[src/crt_pkg.sv]
// Operation
// (RULE1) A destination byte of 0 names the master, 1 to 254 name one slave and 255 names every node.
// (RULE2) The source byte is 0 from the master and 1 to 254 from a slave, and 255 is never a valid source.
// (RULE3) Every node address is one byte, so destination and source take one byte each.
// (RULE4) The type byte selects one of ten message kinds, from discovery to reconnect.
// (RULE5) Status bit 0 is clear while more frames follow and set on the final frame.
// (RULE6) Status bit 1 is clear while the operation is pending and set once it is done.
// (RULE7) Status bit 2 is set by the sender to report an error and clear otherwise.
// (RULE8) Status bit 3 is set to announce a protocol state change in the next cycle.
// (RULE9) Status bits 7:4 carry the node state, 0 discovery up to 7 reset.
// (RULE10) The sender can shorten the preamble to one byte and the receiver accepts that.
// (RULE11) Frames as short as four bytes pass without rejection or padding.
// (RULE12) The receiver sets no upper limit on frame length.
// (RULE13) By default the frame ends in an 8-bit CRC made by the sender and checked by the receiver.
// (RULE14) The check scheme can be switched at run time to another code.
// (RULE15) After the preamble come destination, source, type, status, payload and then the check.
// (RULE16) The default check uses polynomial x^8+x^2+x+1 starting from zero.
// (RULE17) The sender keeps a configurable idle gap of at least 260 ns between frames; the code takes ipgCycles as given, with no floor at IPG_MIN_CYC.
package crt_pkg;

   // address encodings
   localparam logic [7:0] ADDR_MASTER   = 8'h00;
   localparam logic [7:0] ADDR_BCAST    = 8'hff;

   // preamble and start-of-frame delimiter
   localparam logic [7:0] PREAMBLE_BYTE = 8'h55;
   localparam logic [7:0] SFD_BYTE      = 8'hd5;
   localparam logic [3:0] PRE_LEN_MIN   = 4'h1;
   localparam logic [3:0] PRE_LEN_MAX   = 4'h8;

   // check code
   localparam logic [7:0] CRC8_POLY     = 8'h07;
   localparam logic [7:0] CRC8_INIT     = 8'h00;
   localparam logic [7:0] CHECK_RESIDUE = 8'h00;

   // header layout: four bytes, index of the last one
   localparam logic [2:0] HDR_LAST_IDX  = 3'h3;
   localparam logic [7:0] MSG_KINDS     = 8'h0a;
   localparam logic [3:0] STATE_KINDS   = 4'h8;

   // inter-frame gap
   localparam int         CLK_PERIOD_NS = 10;
   localparam int         IPG_MIN_NS    = 260;
   localparam logic [7:0] IPG_MIN_CYC   =
      8'((IPG_MIN_NS + CLK_PERIOD_NS - 1) / CLK_PERIOD_NS);

   typedef enum logic [1:0] {
      EDC_NONE = 2'b00,
      EDC_CRC8 = 2'b01,
      EDC_LRC8 = 2'b10
   } crt_edc_t;

   typedef enum logic [7:0] {
      MSG_DISCOVERY_MULTICAST = 8'h00,
      MSG_PARAMETER_MULTICAST = 8'h01,
      MSG_SYNC_MULTICAST      = 8'h02,
      MSG_LINE_DELAY_REQUEST  = 8'h03,
      MSG_LINE_DELAY_RESPONSE = 8'h04,
      MSG_OUTPUT_MULTICAST    = 8'h05,
      MSG_INPUT_UNICAST       = 8'h06,
      MSG_ALARM_UNICAST       = 8'h07,
      MSG_DIAGNOSTIC_UNICAST  = 8'h08,
      MSG_RECONNECT_UNICAST   = 8'h09
   } crt_msg_t;

   typedef enum logic [3:0] {
      STATE_DISCOVERY   = 4'h0,
      STATE_PARAMETERIZE = 4'h1,
      STATE_SYNC        = 4'h2,
      STATE_IO_EXCHANGE = 4'h3,
      STATE_ALARM       = 4'h4,
      STATE_DIAGNOSTIC  = 4'h5,
      STATE_RECONNECT   = 4'h6,
      STATE_RESET       = 4'h7
   } crt_state_t;

   // status byte, bit 7 first
   typedef struct packed {
      crt_state_t nodeState;
      logic       stateChange;
      logic       error;
      logic       done;
      logic       last;
   } crt_status_t;

   typedef struct packed {
      logic [7:0]  dstAddr;
      logic [7:0]  srcAddr;
      crt_msg_t    msgType;
      crt_status_t status;
   } crt_header_t;

   typedef struct packed {
      logic forMe;
      logic shortFrame;
      logic checkBad;
      logic badSource;
      logic badCode;
   } crt_rx_result_t;

   typedef enum logic [2:0] {
      TX_IDLE = 3'b000,
      TX_PRE  = 3'b001,
      TX_SFD  = 3'b010,
      TX_HDR  = 3'b011,
      TX_PAY  = 3'b100,
      TX_FCS  = 3'b101,
      TX_GAP  = 3'b110
   } crt_tx_state_t;

   typedef enum logic [1:0] {
      RX_HUNT = 2'b00,
      RX_HDR  = 2'b01,
      RX_BODY = 2'b10
   } crt_rx_state_t;

endpackage

[src/crt_edc_step.sv]
`timescale 1ns/100ps
module crt_edc_step
   import crt_pkg::*;
(
   input  wire crt_edc_t   mode,
   input  wire logic [7:0] sumIn,
   input  wire logic [7:0] dataIn,
   output logic      [7:0] sumOut
);

   // one byte of check code per call; both codes leave a zero residue over data plus check
   always_comb begin
      logic [7:0] c;
      c = sumIn ^ dataIn;
      // RULE16 msb-first crc8
      for (int i = 0; i < 8; i++) begin
         c = c[7] ? ({c[6:0], 1'b0} ^ CRC8_POLY) : {c[6:0], 1'b0};
      end
      // RULE14 scheme chosen per frame
      case (mode)
         EDC_CRC8: sumOut = c;
         EDC_LRC8: sumOut = sumIn ^ dataIn;
         default:  sumOut = CRC8_INIT;
      endcase
   end

endmodule // crt_edc_step

[src/crt_framer.sv]
`timescale 1ns/100ps
module crt_framer
   import crt_pkg::*;
(
   input  wire logic           clk,
   input  wire logic           rst,
   input  wire logic [7:0]     nodeAddr,
   input  wire crt_edc_t       edcMode,
   input  wire logic [3:0]     preLen,
   input  wire logic [7:0]     ipgCycles,
   input  wire logic           txStart,
   input  wire crt_header_t    txHdr,
   input  wire logic [15:0]    txPayLen,
   input  wire logic [7:0]     txPayData,
   input  wire logic           txPayValid,
   output logic                txPayReady,
   output logic                txBusy,
   output logic                txUnderrun,
   output logic                phyTxValid,
   output logic [7:0]          phyTxData,
   input  wire logic           phyRxValid,
   input  wire logic [7:0]     phyRxData,
   output crt_header_t         rxHdr,
   output logic                rxHdrValid,
   output logic [7:0]          rxPayData,
   output logic                rxPayValid,
   output logic                rxDone,
   output crt_rx_result_t      rxRes
);

   // RULE1 destination hit: own address or broadcast
   function automatic logic addrHit(input logic [7:0] da, input logic [7:0] node);
      addrHit = (da == node) || (da == ADDR_BCAST);
   endfunction

   crt_tx_state_t  txState_q, txState_d;
   logic [15:0]    txCnt_q, txLen_q;
   crt_header_t    txHdrL_q;
   crt_edc_t       txMode_q;
   logic [3:0]     txPre_q, preLenC;
   logic [7:0]     txCrc_q, txCrcNext, txByte;
   logic           txPayReady_q, txBusy_q, txUnderrun_q, phyTxValid_q;
   logic [7:0]     phyTxData_q;

   // preamble length clamped to 1..8 bytes including the delimiter
   assign preLenC = (preLen < PRE_LEN_MIN) ? PRE_LEN_MIN :
                    (preLen > PRE_LEN_MAX) ? PRE_LEN_MAX : preLen;

   // transmit sequencing
   always_comb begin
      txState_d = txState_q;
      case (txState_q)
         TX_IDLE: begin
            // RULE10 single-byte preamble goes straight to the delimiter
            if (txStart) txState_d = (preLenC > PRE_LEN_MIN) ? TX_PRE : TX_SFD;
         end
         TX_PRE: begin
            if (txCnt_q[3:0] == txPre_q - 4'h2) txState_d = TX_SFD;
         end
         TX_SFD:  txState_d = TX_HDR;
         // RULE15 header, payload, check
         TX_HDR: begin
            if (txCnt_q == {13'h0000, HDR_LAST_IDX}) begin
               if (txLen_q != 16'h0000) txState_d = TX_PAY;
               else txState_d = (txMode_q != EDC_NONE) ? TX_FCS : TX_GAP;
            end
         end
         TX_PAY: begin
            if (txCnt_q == txLen_q - 16'h0001) begin
               txState_d = (txMode_q != EDC_NONE) ? TX_FCS : TX_GAP;
            end
         end
         TX_FCS:  txState_d = TX_GAP;
         // RULE17 idle gap before the next start is allowed
         TX_GAP: begin
            if (txCnt_q >= {8'h00, ipgCycles}) txState_d = TX_IDLE;
         end
         default: txState_d = TX_IDLE;
      endcase
   end

   // state and shared byte counter; counter restarts on every state change
   always_ff @(posedge clk or posedge rst) begin
      if (rst) begin
         txState_q <= TX_IDLE;
         txCnt_q   <= 16'h0000;
      end else begin
         txState_q <= txState_d;
         txCnt_q   <= (txState_d != txState_q) ? 16'h0000 : 16'(txCnt_q + 16'h0001);
      end
   end

   // header, length, check mode and preamble length held for the whole frame; nodeAddr and ipgCycles are still read live
   always_ff @(posedge clk or posedge rst) begin
      if (rst) begin
         txHdrL_q <= '0;
         txLen_q  <= 16'h0000;
         txMode_q <= EDC_CRC8;
         txPre_q  <= PRE_LEN_MIN;
      end else if (txState_q == TX_IDLE && txStart) begin
         txHdrL_q <= txHdr;
         txLen_q  <= txPayLen;
         txMode_q <= edcMode;
         txPre_q  <= preLenC;
      end
   end

   // byte of the current cycle; the source field always carries our own address
   always_comb begin
      case (txCnt_q[1:0])
         // RULE1 destination byte as given
         2'h0:    txByte = txHdrL_q.dstAddr;
         // RULE2 RULE3 one-byte source from the node address
         2'h1:    txByte = nodeAddr;
         // RULE4 message kind
         2'h2:    txByte = txHdrL_q.msgType;
         // RULE5 RULE6 RULE7 RULE8 RULE9 packed status byte
         default: txByte = txHdrL_q.status;
      endcase
      if (txState_q == TX_PAY) txByte = txPayValid ? txPayData : 8'h00;
   end

   crt_edc_step txEdc (
      .mode   (txMode_q),
      .sumIn  (txCrc_q),
      .dataIn (txByte),
      .sumOut (txCrcNext)
   );

   // phy-side byte stream, registered
   always_ff @(posedge clk or posedge rst) begin
      if (rst) begin
         phyTxValid_q <= 1'b0;
         phyTxData_q  <= 8'h00;
         txCrc_q      <= CRC8_INIT;
         txUnderrun_q <= 1'b0;
      end else begin
         phyTxValid_q <= 1'b1;
         txUnderrun_q <= 1'b0;
         case (txState_q)
            TX_PRE: phyTxData_q <= PREAMBLE_BYTE;
            TX_SFD: begin
               phyTxData_q <= SFD_BYTE;
               txCrc_q     <= CRC8_INIT;
            end
            // RULE11 no padding: only header and given payload are sent
            TX_HDR, TX_PAY: begin
               phyTxData_q  <= txByte;
               txCrc_q      <= txCrcNext;
               txUnderrun_q <= (txState_q == TX_PAY) && !txPayValid;
            end
            // RULE13 trailing check byte
            TX_FCS: phyTxData_q <= txCrc_q;
            default: begin
               phyTxValid_q <= 1'b0;
               phyTxData_q  <= 8'h00;
            end
         endcase
      end
   end

   // ready mirrors the payload state one edge ahead so it lines up with the byte taken
   always_ff @(posedge clk or posedge rst) begin
      if (rst) begin
         txPayReady_q <= 1'b0;
         txBusy_q     <= 1'b0;
      end else begin
         txPayReady_q <= (txState_d == TX_PAY);
         txBusy_q     <= (txState_d != TX_IDLE);
      end
   end

   // receive: phy pins pass two flops before use
   logic          rxV1_q, rxV2_q, rxJunk_q;
   logic [7:0]    rxD1_q, rxD2_q, rxCrc_q, rxCrcNext, rxHold_q, rxPayData_q;
   logic          rxHoldV_q, rxPayValid_q, rxHdrValid_q, rxDone_q;
   logic [2:0]    rxCnt_q;
   crt_edc_t      rxMode_q;
   crt_rx_state_t rxState_q, rxState_d;
   crt_header_t   rxHdr_q;
   crt_rx_result_t rxRes_q;
   logic          rxHit;

   always_ff @(posedge clk or posedge rst) begin
      if (rst) begin
         rxV1_q <= 1'b0;
         rxV2_q <= 1'b0;
         rxD1_q <= 8'h00;
         rxD2_q <= 8'h00;
      end else begin
         rxV1_q <= phyRxValid;
         rxV2_q <= rxV1_q;
         rxD1_q <= phyRxData;
         rxD2_q <= rxD1_q;
      end
   end

   assign rxHit = addrHit(rxHdr_q.dstAddr, nodeAddr);

   always_comb begin
      rxState_d = rxState_q;
      case (rxState_q)
         // RULE10 any preamble length, even none, before the delimiter
         RX_HUNT: if (rxV2_q && !rxJunk_q && rxD2_q == SFD_BYTE) rxState_d = RX_HDR;
         RX_HDR: begin
            if (!rxV2_q) rxState_d = RX_HUNT;
            else if (rxCnt_q == HDR_LAST_IDX) rxState_d = RX_BODY;
         end
         // RULE12 body runs until the carrier drops, with no length cap
         RX_BODY: if (!rxV2_q) rxState_d = RX_HUNT;
         default: rxState_d = RX_HUNT;
      endcase
   end

   // junk ahead of the delimiter spoils the frame, so a data byte cannot fake a start
   always_ff @(posedge clk or posedge rst) begin
      if (rst) begin
         rxState_q <= RX_HUNT;
         rxCnt_q   <= 3'h0;
         rxJunk_q  <= 1'b0;
      end else begin
         rxState_q <= rxState_d;
         rxCnt_q   <= (rxState_d != rxState_q) ? 3'h0 : 3'(rxCnt_q + 3'h1);
         if (!rxV2_q) rxJunk_q <= 1'b0;
         else if (rxState_q == RX_HUNT && rxD2_q != PREAMBLE_BYTE && rxD2_q != SFD_BYTE)
            rxJunk_q <= 1'b1;
         else if (rxState_q != RX_HUNT) rxJunk_q <= 1'b1;
      end
   end

   crt_edc_step rxEdc (
      .mode   (rxMode_q),
      .sumIn  (rxCrc_q),
      .dataIn (rxD2_q),
      .sumOut (rxCrcNext)
   );

   // header capture and end-of-frame verdict
   always_ff @(posedge clk or posedge rst) begin
      if (rst) begin
         rxHdr_q      <= '0;
         rxHdrValid_q <= 1'b0;
         rxDone_q     <= 1'b0;
         rxRes_q      <= '0;
         rxMode_q     <= EDC_CRC8;
      end else begin
         rxHdrValid_q <= 1'b0;
         rxDone_q     <= 1'b0;
         if (rxState_q == RX_HUNT && rxState_d == RX_HDR) rxMode_q <= edcMode;
         if (rxState_q == RX_HDR && rxV2_q) begin
            case (rxCnt_q[1:0])
               2'h0:    rxHdr_q.dstAddr <= rxD2_q;
               2'h1:    rxHdr_q.srcAddr <= rxD2_q;
               2'h2:    rxHdr_q.msgType <= crt_msg_t'(rxD2_q);
               default: rxHdr_q.status  <= crt_status_t'(rxD2_q);
            endcase
            rxHdrValid_q <= (rxCnt_q == HDR_LAST_IDX);
         end
         // RULE11 fewer than four bytes is the only length fault
         if (rxState_q == RX_HDR && !rxV2_q) begin
            rxDone_q <= 1'b1;
            rxRes_q  <= '{forMe: 1'b0, shortFrame: 1'b1, checkBad: 1'b0,
                          badSource: 1'b0, badCode: 1'b0};
         end
         if (rxState_q == RX_BODY && !rxV2_q) begin
            rxDone_q          <= 1'b1;
            rxRes_q.forMe      <= rxHit;
            rxRes_q.shortFrame <= 1'b0;
            // RULE13 RULE14 zero residue over data and check byte
            rxRes_q.checkBad   <= (rxMode_q != EDC_NONE) &&
                                  (!rxHoldV_q || rxCrc_q != CHECK_RESIDUE);
            // RULE2 broadcast is no valid source
            rxRes_q.badSource  <= (rxHdr_q.srcAddr == ADDR_BCAST);
            // RULE4 RULE9 unknown kind or state
            rxRes_q.badCode    <= (rxHdr_q.msgType >= MSG_KINDS) ||
                                  (rxHdr_q.status.nodeState >= STATE_KINDS);
         end
      end
   end

   // payload is held back one byte so the check byte never reaches the user
   always_ff @(posedge clk or posedge rst) begin
      if (rst) begin
         rxCrc_q      <= CRC8_INIT;
         rxHold_q     <= 8'h00;
         rxHoldV_q    <= 1'b0;
         rxPayData_q  <= 8'h00;
         rxPayValid_q <= 1'b0;
      end else begin
         rxPayValid_q <= 1'b0;
         if (rxState_q == RX_HUNT) begin
            rxCrc_q   <= CRC8_INIT;
            rxHoldV_q <= 1'b0;
         end else if (rxV2_q) begin
            rxCrc_q <= rxCrcNext;
            if (rxState_q == RX_BODY) begin
               rxHold_q     <= rxD2_q;
               rxHoldV_q    <= 1'b1;
               rxPayData_q  <= rxHold_q;
               rxPayValid_q <= rxHoldV_q && rxHit;
            end
         end else if (rxState_q == RX_BODY) begin
            // without a check the held byte is payload
            rxPayData_q  <= rxHold_q;
            rxPayValid_q <= rxHoldV_q && rxHit && (rxMode_q == EDC_NONE);
         end
      end
   end

   assign txPayReady = txPayReady_q;
   assign txBusy     = txBusy_q;
   assign txUnderrun = txUnderrun_q;
   assign phyTxValid = phyTxValid_q;
   assign phyTxData  = phyTxData_q;
   assign rxHdr      = rxHdr_q;
   assign rxHdrValid = rxHdrValid_q;
   assign rxPayData  = rxPayData_q;
   assign rxPayValid = rxPayValid_q;
   assign rxDone     = rxDone_q;
   assign rxRes      = rxRes_q;

   // checks; gap counter saturates and starts high so the first frame passes
   logic [7:0] gapLow_q;
   always_ff @(posedge clk or posedge rst) begin
      if (rst) gapLow_q <= 8'hff;
      else if (phyTxValid_q) gapLow_q <= 8'h00;
      else if (gapLow_q != 8'hff) gapLow_q <= 8'(gapLow_q + 8'h01);
   end
endmodule // crt_framer

[config.mk]
export PLATFORM = sky130hd
export DESIGN_NAME = crt_framer
export DESIGN_NICKNAME = d
export VERILOG_FILES = /design/src/crt_pkg.sv /design/src/crt_edc_step.sv /design/src/crt_framer.sv
export SDC_FILE = /design/constraint.sdc
export NUM_CORES = 1
export LEC_CHECK = 0
export BUFFER_PORTS_ARGS = -buffer_cell sky130_fd_sc_hd__clkbuf_2
export CAP_MARGIN = 10
export CORE_ASPECT_RATIO = 1.2
export CORE_MARGIN = 10
export CORE_UTILIZATION = 25
export DETAILED_ROUTE_END_ITERATION = 8
export PLACE_DENSITY = 0.5
export SLEW_MARGIN = 25
export SYNTH_ARGS = -nofsm -noshare
export SYNTH_HDL_FRONTEND = slang
export SYNTH_HIERARCHICAL = 1
export SYNTH_SLANG_ARGS = --single-unit
[constraint.sdc]
create_clock -name clk -period 5.5 [get_ports clk]
set_clock_uncertainty 0.2 [all_clocks]
set_input_delay 0.275 -clock clk [delete_from_list [all_inputs] [get_ports clk]]
set_output_delay 0.275 -clock clk [all_outputs]
set_load 0.02 [all_outputs]
==> flow_metrics.py, run 1 <==
metrics = {
    "layout": {
        "layout-drive-gt1-share_pct": 23.9,
        "finish.instance_area_mm2": 0.0115,
        "fin_nets": 1213,
        "layout-area-overhead-vs-synth_pct": 25.0,
    },
    "clock_tree": {
        "numCtsBuffers": 17,
        "cts_root_buf": "clkbuf_16",
        "cts_buffer_depth": 2,
        "clock-sinks": 176,
        "cts_tree": "yes",
        "htree_levels": 4,
        "clkLatencyLatePin_ps": 440,
        "cts.clk_slew.worst_paths_ps": 80,
        "cts_resized": 0,
    },
    "status": {
        "status": "finished clean",
    },
    "route": {
        "drt_iter0_drc": 482,
        "detail-route-antenna-nets": 0,
        "remaining_drc_errors": 0,
        "vias": 7389,
        "viasPerCell": 4.66,
        "routed_wl_um": 28300,
        "drt-pass1-iter-count": 7,
        "wire_per_inst_um": 17.8,
    },
    "synth": {
        "avgSynthCellArea_um2": 10.1,
        "synthDistinctLibCells": 68,
        "synth_warnings": 6,
        "ys.flop_type": "dfrtp_1",
        "synth_edf_count": 0,
        "ys_seq_area_share_pct": 47.8,
        "ys_ff_latch": 176,
        "synth_fp_nets": 1031,
        "syn_inst": 916,
        "syn_area_mm2": 0.00922,
        "ys_async_sr_fraction_pct": 100,
    },
    "floorplan": {
        "ios": 151,
        "start_util_pct": 25.2,
        "core_mm2": 0.0366,
        "fp.dieW_um": 195,
        "die_area_mm2": 0.0450,
        "die_h_um": 230,
        "rows": 77,
    },
    "timing": {
        "period_share_pct": 70.3,
        "report.final.slew_viol_count": 0,
        "max_slew.worst_pin.slew_ps": 841,
        "holdWs_ps": 148,
        "rsz0062_at_grt": "no",
        "period_needed_ps": 3870,
        "clock.fmax_mhz": 259,
        "setup_violations": 0,
        "max-slew-margin-rel_pct": 43.9,
        "finalSetupTns_ps": 0,
        "hold_viol_final": 0,
    },
    "placement": {
        "dpl_cell_area_mm2": 0.0104,
        "port_buffers": 142,
        "hpwlAfterDp_um": 20600,
        "place_congestion": 0.815,
    },
    "worst_hold_path": {
        "hp-class": "reg2reg",
    },
    "global_routing": {
        "grt_max_degree": 77,
        "grt_usage_pct": 12.4,
        "grt-ovfl-total": 0,
        "antenna_found_initial": 4,
        "grt_pass1_vias": 7627,
        "grt_pass1_wl_um": 44000,
    },
    "critical_path": {
        "cp.buffers_inverters": 1,
        "critical_path_class": "reg2reg",
        "cp_slowest_stage_delay_ps": 610,
        "end_kind": "register",
        "path_cells": "inv_1 > ha_1 > a222oi_1 > nor2_1 > a21oi_1 > o21ai_0 > xnor2_1 > xor2_1 > xnor2_1 > o22ai_1 > a221oi_1 > a21oi_1",
        "critPathLaunchType": "register",
        "worstPathArrival_ps": 3960,
        "cpMaxStageDelayCell": "dfrtp_1",
        "worstPathRequired_ps": 5600,
        "critPathTopFamily": "compound AO/OA/AOI/OAI gates",
        "cp_max_fo": 9,
    },
    "pwr": {
        "power_w": 0.00512,
        "leakagePower_nw": 5.43,
        "p_per_area_mw_per_mm2": 444,
        "ir_drop_uv": 279,
    },
    "flow_run": {
        "maxCapViolations": 0,
    },
}
repair_timing:
| action | in CTS | in global routing |
|---|---|---|
| hold endpoints to repair | 130 | 0 |
| setup buffers | 0 | 0 |
| hold buffers | 57 | 0 |
layer usage:
metal	vias up	track usage (%)	part of all wire, %	routed length (µm)
met3	20	4.32	6.2	1740
met2	181	20.7	48	13700
li1	3579	-	-	-
met5	-	0	0.049	14
met1	3605	15.0	44	12500
met4	4	2.94	1.1	298
cell usage after synthesis (4+ instances only):
master    count  share of area (%)
a21oi_1      41                2.2
a221oi_1     10               0.95
a222oi_1      8               0.87
and3_1        8               0.54
clkbuf_1     37                1.5
dfrtp_1     173                 47
ha_1         24                3.3
inv_1        32                1.3
mux2_2       53                6.5
mux2i_1      19                2.1
nand2_1     162                6.6
nand2b_1      9               0.61
nand3_1      24                1.3
nand3b_1      6               0.49
nand4_1      11               0.75
nor2_1       56                2.3
nor2b_1       9               0.61
nor3_1       13               0.71
nor4_1       10               0.68
nor4_2        9                1.2
o21ai_0      30                1.6
o22ai_1      15                1.0
o31ai_1       6               0.49
or3_1         5               0.34
or4_1         5               0.41
xnor2_1      47                4.5
xnor2_2       4               0.71
xor2_1       24                2.3
stage by stage:
step,util [%],instances,setup slack (ps)
after global routing,31.5,1587,1310
after CTS,31.5,1585,1620
after floorplan,-,916,256
after global placement,28.4,1496,1710
final,31.5,1587,1630
after detailed placement,28.4,1496,1660
cell usage in the layout (no fill, tap or decap), types with 4 or more instances in the layout:
cell type,instances
buf_4,8
nand3_1,24
nand4_1,11
clkinv_2,4
nor4_2,9
o21ai_0,30
nor2_1,55
inv_1,31
nand2_1,162
a222oi_1,8
ha_1,24
mux2_2,53
nand2b_1,9
mux2i_1,19
nand3b_1,6
clkbuf_16,17
o31ai_1,6
nor3_1,13
or4_1,5
nor2b_1,9
xnor2_2,4
dlygate4sd3_1,57
xnor2_1,47
and3_1,8
nor4_1,10
a221oi_1,10
o22ai_1,15
or3_1,5
xor2_1,24
inv_6,6
a21oi_1,41
clkbuf_2,142
dfrtp_1,173
cell families (layout without fill, tap and decap cells):
kind of cell    after synthesis  in the layout  share of synthesized area (%)
compound gates              142            142                           10.2
buf+inv                      77            272                           3.45
other cells                   0              2                              0
fa+ha+maj                    24             24                           3.26
flops                       176            176                           47.8
xor+xnor                     77             77                           7.94
mux                          72             72                           8.54
simple gates                348            348                           18.8
sequential cells by signal, indices dropped and copies added (netlist names), 2 cells and up:
signal / flops
txMode_q: 2
rxState_q: 2
txCrc_q: 8
txCnt_q: 16
txHdrL_q: 24
rxHold_q: 8
rxD1_q: 8
rxHdr: 32
rxD2_q: 8
rxCrc_q: 8
txPre_q: 4
rxPayData: 8
txLen_q: 16
rxRes: 5
rxMode_q: 2
rxCnt_q: 3
phyTxData: 8
txState_q: 3
area by class of cell:
cell class                      instances  area (µm²)
Antenna cell                            2        5.00
Clock buffer                           17         425
Clock inverter                         15         121
Fill cell                            3828       25100
Inverter                               33         129
Multi-Input combinational cell        663        4500
Sequential cell                       176        4410
Tap cell                              474         593
Timing Repair Buffer                  207        1340
where the power goes:
| group | switching, W | internal [W] |
|---|---|---|
| clock network | 0.000584 | 0.000592 |
| logic | 0.00122 | 0.000871 |
| registers | 0.000298 | 0.00155 |
path summary, 6_finish.rpt:
path	cells past startpoint	startpoint	to	slack, ps
worst max-delay path	12	txCnt_q[0]$_DFF_PP0_	txCrc_q[3]$_DFFE_PP0P_	1630
worst min-delay path	0	rxD1_q[4]$_DFF_PP0_	rxD2_q[4]$_DFF_PP0_	150
worst min register to register	0	rxD1_q[4]$_DFF_PP0_	rxD2_q[4]$_DFF_PP0_	150
max in group asynchronous	4	rst	txUnderrun$_DFF_PP0_	3550
min in group asynchronous	3	rst	txHdrL_q[11]$_DFFE_PP0P_	320
worst max register to register	12	txCnt_q[0]$_DFF_PP0_	txCrc_q[3]$_DFFE_PP0P_	1630
Note: power is estimated with default switching activity, not from simulation.
==> run 2, diff against run 1 <==
--- a/config.mk
+++ b/config.mk
@@ -5,13 +5,14 @@
 export SDC_FILE = /design/constraint.sdc
 export NUM_CORES = 1
 export LEC_CHECK = 0
+export ABC_AREA = 1
 export BUFFER_PORTS_ARGS = -buffer_cell sky130_fd_sc_hd__clkbuf_2
 export CAP_MARGIN = 10
 export CORE_ASPECT_RATIO = 1.2
 export CORE_MARGIN = 10
 export CORE_UTILIZATION = 25
 export DETAILED_ROUTE_END_ITERATION = 8
-export PLACE_DENSITY = 0.5
+export PLACE_DENSITY = 0.49
 export SLEW_MARGIN = 25
 export SYNTH_ARGS = -nofsm -noshare
 export SYNTH_HDL_FRONTEND = slang
==> constraint.sdc (replaced) <==
create_clock -name clk -period 3.9 [get_ports clk]
set_clock_uncertainty 0.2 [all_clocks]
set_input_delay 0.195 -clock clk [delete_from_list [all_inputs] [get_ports clk]]
set_output_delay 0.195 -clock clk [all_outputs]
set_load 0.02 [all_outputs]
==> run 2 against run 1 <==
Effect of this change:
- first-iteration DRC count grew 7.5%
- via count grew 12%
- maximum frequency grew 23%
- register-to-register slack lost 880 ps
- total power grew 42%
- non-clock buffer count grew 1
- core utilization grew 0.49 points
- worst setup slack lost 880 ps
- combinational power grew 45%
- critical path depth grew 2
- wire length grew 2.3%
==> flow_metrics.py, run 2 <==
metrics = {
    "status": {
        "status": "finished clean",
    },
    "route": {
        "routed_wl_um": 28900,
        "viasPerCell": 4.39,
        "remaining_drc_errors": 0,
        "vias": 8297,
        "wire_per_inst_um": 15.3,
        "drt-pass1-iter-count": 5,
        "detail-route-antenna-nets": 0,
        "drt_iter0_drc": 518,
    },
    "placement": {
        "hpwlAfterDp_um": 21700,
        "port_buffers": 142,
        "place_congestion": 0.841,
        "dpl_cell_area_mm2": 0.0106,
        "dp_slack_ps": 747,
    },
    "floorplan": {
        "ios": 151,
        "core_mm2": 0.0370,
        "fp.dieW_um": 197,
        "die_h_um": 232,
        "die_area_mm2": 0.0458,
        "rows": 77,
        "start_util_pct": 25.4,
    },
    "clock_tree": {
        "numCtsBuffers": 17,
        "cts_root_buf": "clkbuf_16",
        "postCtsSetupRepairBufs": 0,
        "cts_buffer_depth": 2,
        "clkLatencyLatePin_ps": 450,
        "cts_hold_buf": 59,
        "clock-sinks": 176,
        "htree_levels": 4,
        "cts.clk_slew.worst_paths_ps": 70,
        "cts_resized": 0,
        "cts_tree": "yes",
    },
    "pwr": {
        "leakagePower_nw": 5.82,
        "ir_drop_uv": 347,
        "p_sw_w": 0.00318,
        "power_frac_comb_pct": 41.7,
        "pwr-share-clk_pct": 23.9,
        "intPower_w": 0.00411,
        "swShare_pct": 43.6,
        "p_seq_share_pct": 34.4,
        "p_per_area_mw_per_mm2": 616,
    },
    "global_routing": {
        "grt_usage_pct": 13.0,
        "grt_pass1_vias": 8622,
        "grt_pass1_wl_um": 46900,
        "grt_max_degree": 177,
        "grt-ovfl-total": 0,
        "antenna_found_initial": 6,
    },
    "synth": {
        "yosys.area.top_type_share_pct": 46.1,
        "yosysMostFrequentCell": "nand2_1",
        "ys.flop_type": "dfrtp_1",
        "syn_inst": 1207,
        "synth_common_cells": "nand2_1 (454), dfrtp_1 (173), inv_1 (115)",
        "ys_seq_area_share_pct": 46.9,
        "ys_async_sr_fraction_pct": 100,
        "syn_area_mm2": 0.00940,
        "synthDistinctLibCells": 45,
        "ys_ff_latch": 176,
        "yosysTopAreaCell": "dfrtp_1",
        "synth_warnings": 6,
        "avgSynthCellArea_um2": 7.79,
        "synth_fp_nets": 1322,
        "synth_edf_count": 0,
        "synth_area_leaders": "dfrtp_1 (46%), nand2_1 (18%), inv_1 (4.6%)",
    },
    "timing": {
        "setup_ws_ps": 756,
        "max-slew-margin-rel_pct": 51.7,
        "holdWs_ps": 109,
        "finalSetupTns_ps": 0,
        "period_needed_ps": 3140,
        "report.final.slew_viol_count": 0,
        "rsz0062_at_grt": "no",
        "setup_violations": 0,
        "period_share_pct": 80.6,
        "hold_viol_final": 0,
        "clock.fmax_mhz": 318,
        "max_slew.worst_pin.slew_ps": 721,
    },
    "layout": {
        "layout-drive-gt1-share_pct": 17.2,
        "fin_nets": 1515,
        "final_cell_mix": "nand2_1 (454), dfrtp_1 (173), clkbuf_2 (142), inv_1 (114), o21ai_0 (71)",
        "largest_reg_flops": 32,
        "layout-area-overhead-vs-synth_pct": 25.8,
        "finish.instance_area_mm2": 0.0118,
        "layout_commonest_cell": "nand2_1",
        "fin_util_pct": 32.0,
    },
    "critical_path": {
        "cp_max_fo": 8,
        "worstPathArrival_ps": 3260,
        "critical_path_class": "reg2reg",
        "worstPathRequired_ps": 4020,
        "critPathLaunchType": "register",
        "end_kind": "register",
    },
    "worst_hold_path": {
        "hp-class": "in2reg",
    },
    "flow_run": {
        "maxCapViolations": 0,
    },
}
==> run 2: cell count changes after synthesis, sizes merged, moves of 14 or more <==
cell / previous run / this run
a21oi: 41 / 60
inv: 32 / 122
mux2: 53 / 0
mux2i: 19 / 0
nand2: 162 / 467
nand3: 24 / 54
nor2: 56 / 78
nor4: 21 / 7
o21ai: 30 / 74
o22ai: 15 / 1
xnor2: 51 / 22
==> run 2: cells by family (layout without fill, tap and decap cells) <==
logic type,count (synthesis),in the layout,share of synthesized area (%)
AND/OR/NAND/NOR,645,645,29.7
flip-flops,176,176,46.9
buffers and inverters,160,366,6.71
AO/OA/AOI/OAI,156,156,9.07
XOR/XNOR,46,46,4.45
adder cells (fa/ha/maj),24,24,3.19
other,0,3,0
==> run 2: worst max-delay path, cell delays in order (launching register included) <==
cell and delay (ps):
dfrtp_1 470, inv_1 260, ha_1 420, nand2_1 100, nand3_1 170, nand2_1 80, a21oi_1 400, xor2_1 390
nand2_1 120, nand2_1 70, nand2_1 50, nand3_1 60, a21oi_1 60, nand2_1 80, o21ai_0 90
==> run 2: area by class of cell <==
| cell class | count | area (µm²) |
|---|---|---|
| clock buffer | 17 | 425 |
| antenna | 3 | 7.51 |
| timing repair buffer | 208 | 1390 |
| fill | 3968 | 25200 |
| multi-input combinational | 871 | 4370 |
| clock inverter | 15 | 161 |
| tap | 474 | 593 |
| sequential | 176 | 4410 |
| inverter | 126 | 477 |
==> run 2: power groups by stage <==
| stage | Sequential (W) | Clock (W) | Combinational (W) |
|---|---|---|---|
| 2_1_floorplan | 0.00251 | 0 | 0.00227 |
| 5_1_grt | 0.00256 | 0.00188 | 0.00350 |
| 4_1_cts | 0.00251 | 0.00180 | 0.00308 |
| 6_report | 0.00251 | 0.00174 | 0.00303 |
| 3_3_place_gp | 0.00254 | 0 | 0.00298 |
| 3_5_place_dp | 0.00254 | 0 | 0.00301 |
==> run 2: final timing paths <==
path | cells after the start | to | slack [ps] | start
max in group asynchronous | 5 | rxV2_q$_DFF_PP0_ | 2450 | rst
worst min-delay path | 5 | phyTxData[5]$_DFF_PP0_ | 110 | txPayData[5]
worst max-delay path | 14 | txCrc_q[4]$_DFFE_PP0P_ | 760 | txCnt_q[0]$_DFF_PP0_
worst min register to register | 0 | rxD2_q[7]$_DFF_PP0_ | 140 | rxD1_q[7]$_DFF_PP0_
min in group asynchronous | 4 | txHdrL_q[25]$_DFFE_PP0P_ | 210 | rst
worst max register to register | 14 | txCrc_q[4]$_DFFE_PP0P_ | 760 | txCnt_q[0]$_DFF_PP0_
==> run 2: stage by stage <==
step / total power [W] / instances
floorplan: 0.00478 / 1207
global placement: 0.00553 / 1795
detailed placement: 0.00556 / 1795
CTS: 0.00739 / 1886
global route: 0.00794 / 1889
finish: 0.00728 / 1890
==> run 2: metal layers <==
layer | vias up | GRT usage, % | part of all wire (%)
met4 | 6 | 3.75 | 1.4
met3 | 23 | 4.29 | 6.3
met5 | - | 0 | 0.12
li1 | 4209 | - | -
met2 | 178 | 22.2 | 49
met1 | 3881 | 15.3 | 43
==> run 3, diff against run 2 <==
--- a/config.mk
+++ b/config.mk
@@ -5,7 +5,7 @@
 export SDC_FILE = /design/constraint.sdc
 export NUM_CORES = 1
 export LEC_CHECK = 0
-export ABC_AREA = 1
+export ABC_AREA = 0
 export BUFFER_PORTS_ARGS = -buffer_cell sky130_fd_sc_hd__clkbuf_2
 export CAP_MARGIN = 10
 export CORE_ASPECT_RATIO = 1.2
==> constraint.sdc (replaced) <==
create_clock -name clk -period 3.05 [get_ports clk]
set_clock_uncertainty 0.2 [all_clocks]
set_input_delay 0.1525 -clock clk [delete_from_list [all_inputs] [get_ports clk]]
set_output_delay 0.1525 -clock clk [all_outputs]
set_load 0.02 [all_outputs]
==> run 3 against run 2 <==
Effect of this change:
- the flow now finishes with violations (hold timing)
- non-clock buffer count grew 60
- core utilization increased by 1.4 points
- first-iteration DRC count is 24% lower
- highest routed layer unchanged
- sequential power is 30% higher
- largest power group unchanged
- worst setup slack got worse by 730 ps
- count of clock-buffer cells in the layout up 1
- largest cell class is now multi-input gates
==> flow_metrics.py, run 3 (synthesis results as in run 1) <==
metrics = {
    "status": {
        "status": "finished with violations",
        "violations": "hold timing",
    },
    "placement": {
        "dpl_cell_area_mm2": 0.0108,
        "place_congestion": 0.842,
        "port_buffers": 142,
        "hpwlAfterDp_um": 22000,
    },
    "timing": {
        "setup_violations": 0,
        "hold_viol_final": 1,
        "period_needed_ps": 3020,
        "report.final.slew_viol_count": 0,
        "rsz0062_at_grt": "yes",
        "holdWs_ps": -15.6,
        "max_slew.worst_pin.slew_ps": 761,
        "clock.fmax_mhz": 331,
        "finalSetupTns_ps": 0,
        "period_share_pct": 99.1,
        "max-slew-margin-rel_pct": 49.3,
    },
    "critical_path": {
        "cpMaxStageDelayCell": "dfrtp_1",
        "end_kind": "register",
        "rrSetupSlack_ps": 30,
        "cp_max_fo": 8,
        "critPathTopFamily": "compound AO/OA/AOI/OAI gates",
        "worstPathRequired_ps": 3160,
        "critical_path_class": "reg2reg",
        "cp_slowest_stage_delay_ps": 420,
        "critPathLaunchType": "register",
        "timing.rr.end": "txCrc_q[0]$_DFFE_PP0P_",
        "path_cells": "buf_6 > ha_4 > a222oi_1 > nor2_1 > a21oi_2 > o21ai_2 > xnor2_2 > buf_4 > buf_6 > xnor2_4 > a21oi_2 > o22ai_1 > a221oi_1 > a21oi_1",
        "rr_startpoint": "txCnt_q[1]$_DFF_PP0_",
        "cp.buffers_inverters": 3,
        "worstPathArrival_ps": 3140,
        "reg2regPathDepth": 14,
    },
    "layout": {
        "largest_reg_flops": 32,
        "fin_nets": 1274,
        "fin_util_pct": 33.4,
        "layout-drive-gt1-share_pct": 29.4,
        "layout-area-overhead-vs-synth_pct": 32.6,
        "final_cell_mix": "dfrtp_1 (173), nand2_1 (162), clkbuf_2 (142), dlygate4sd3_1 (60), buf_4 (60)",
        "finish.instance_area_mm2": 0.0122,
        "layout_commonest_cell": "dfrtp_1",
    },
    "floorplan": {
        "start_util_pct": 25.2,
        "die_area_mm2": 0.0450,
        "core_mm2": 0.0366,
        "fp.dieW_um": 195,
        "ios": 151,
        "die_h_um": 230,
        "rows": 77,
    },
    "route": {
        "viasPerCell": 4.67,
        "routed_wl_um": 29900,
        "remaining_drc_errors": 0,
        "drt_iter0_drc": 393,
        "vias": 7688,
        "drt-pass1-iter-count": 6,
        "detail-route-antenna-nets": 0,
        "wire_per_inst_um": 18.2,
    },
    "worst_hold_path": {
        "worstHoldStart": "txPayData[4]",
        "holdPathEnd": "phyTxData[4]$_DFF_PP0_",
        "worstHoldPathCells": 5,
        "hp-class": "in2reg",
    },
    "clock_tree": {
        "cts.clk_slew.worst_paths_ps": 80,
        "numCtsBuffers": 17,
        "cts_buffer_depth": 2,
        "clkLatencyLatePin_ps": 450,
        "clock-sinks": 176,
        "cts_tree": "yes",
        "cts_root_buf": "clkbuf_16",
        "htree_levels": 4,
    },
    "pwr": {
        "ir_drop_uv": 607,
        "leakagePower_nw": 5.80,
        "p_per_area_mw_per_mm2": 870,
    },
    "global_routing": {
        "grt_pass1_wl_um": 46600,
        "antenna_found_initial": 3,
        "grt_pass1_vias": 7960,
        "grt-ovfl-total": 0,
        "grt_usage_pct": 13.2,
        "grt_max_degree": 129,
    },
    "flow_run": {
        "maxCapViolations": 0,
    },
}
## run 3: final cells by class
| type | instances | area [µm²] |
|---|---|---|
| inverter | 33 | 128 |
| sequential | 176 | 4410 |
| multi-input combinational | 663 | 4640 |
| timing repair buffer | 268 | 1860 |
| fill | 3775 | 24400 |
| tap | 474 | 593 |
| clock inverter | 14 | 165 |
| clock buffer | 18 | 429 |
| antenna | 2 | 5.00 |
## run 3: worst reg2reg max path, stage by stage, from the launching register on
cell	delay, ps
dfrtp_1	420
buf_6	140
ha_4	180
a222oi_1	380
nor2_1	110
a21oi_2	190
o21ai_2	110
xnor2_2	160
buf_4	170
buf_6	130
xnor2_4	120
a21oi_2	120
o22ai_1	110
a221oi_1	270
a21oi_1	80
## run 3: worst max path at each step
stage / endpoint / slack, ps / cells past startpoint / startpoint
floorplan: txCrc_q[1]$_DFFE_PP0P_ / 10 / 14 / txCnt_q[0]$_DFF_PP0_
global placement: txCrc_q[3]$_DFFE_PP0P_ / -40 / 12 / txCnt_q[0]$_DFF_PP0_
detailed placement: txCrc_q[3]$_DFFE_PP0P_ / -80 / 12 / txCnt_q[0]$_DFF_PP0_
CTS: txCrc_q[1]$_DFFE_PP0P_ / 6 / 12 / txCnt_q[1]$_DFF_PP0_
global route: txCrc_q[2]$_DFFE_PP0P_ / -90 / 12 / txCnt_q[0]$_DFF_PP0_
finish: txCrc_q[0]$_DFFE_PP0P_ / 30 / 14 / txCnt_q[1]$_DFF_PP0_
## run 3: routing by layer
metal,track usage [%],up-vias,routed length [µm]
met3,4.22,25,1890
met4,3.54,2,391
met5,0,-,13
met2,22.2,188,14700
met1,16.0,3772,12900
li1,-,3701,-
## run 3: power breakdown
group | switching, W | internal [W]
registers | 0.000451 | 0.00280
clock network | 0.00108 | 0.00117
logic | 0.00268 | 0.00245
## run 3: stage by stage
step                total power [W]  worst slack [ps]  instances
detailed placement          0.00759             -84.3       1543
finish                       0.0106              27.3       1648
global placement            0.00754             -38.5       1543
CTS                          0.0100              5.93       1636
floorplan                   0.00615              14.9        916
global route                 0.0114             -91.4       1647
## run 3: what timing repair did
action,CTS,global route
gates resized for setup,5,33
endpoints found under the hold margin,231,0
buffers inserted,1,10
endpoints found under the setup margin,8,11
pin swaps,6,27
hold buffers,60,0
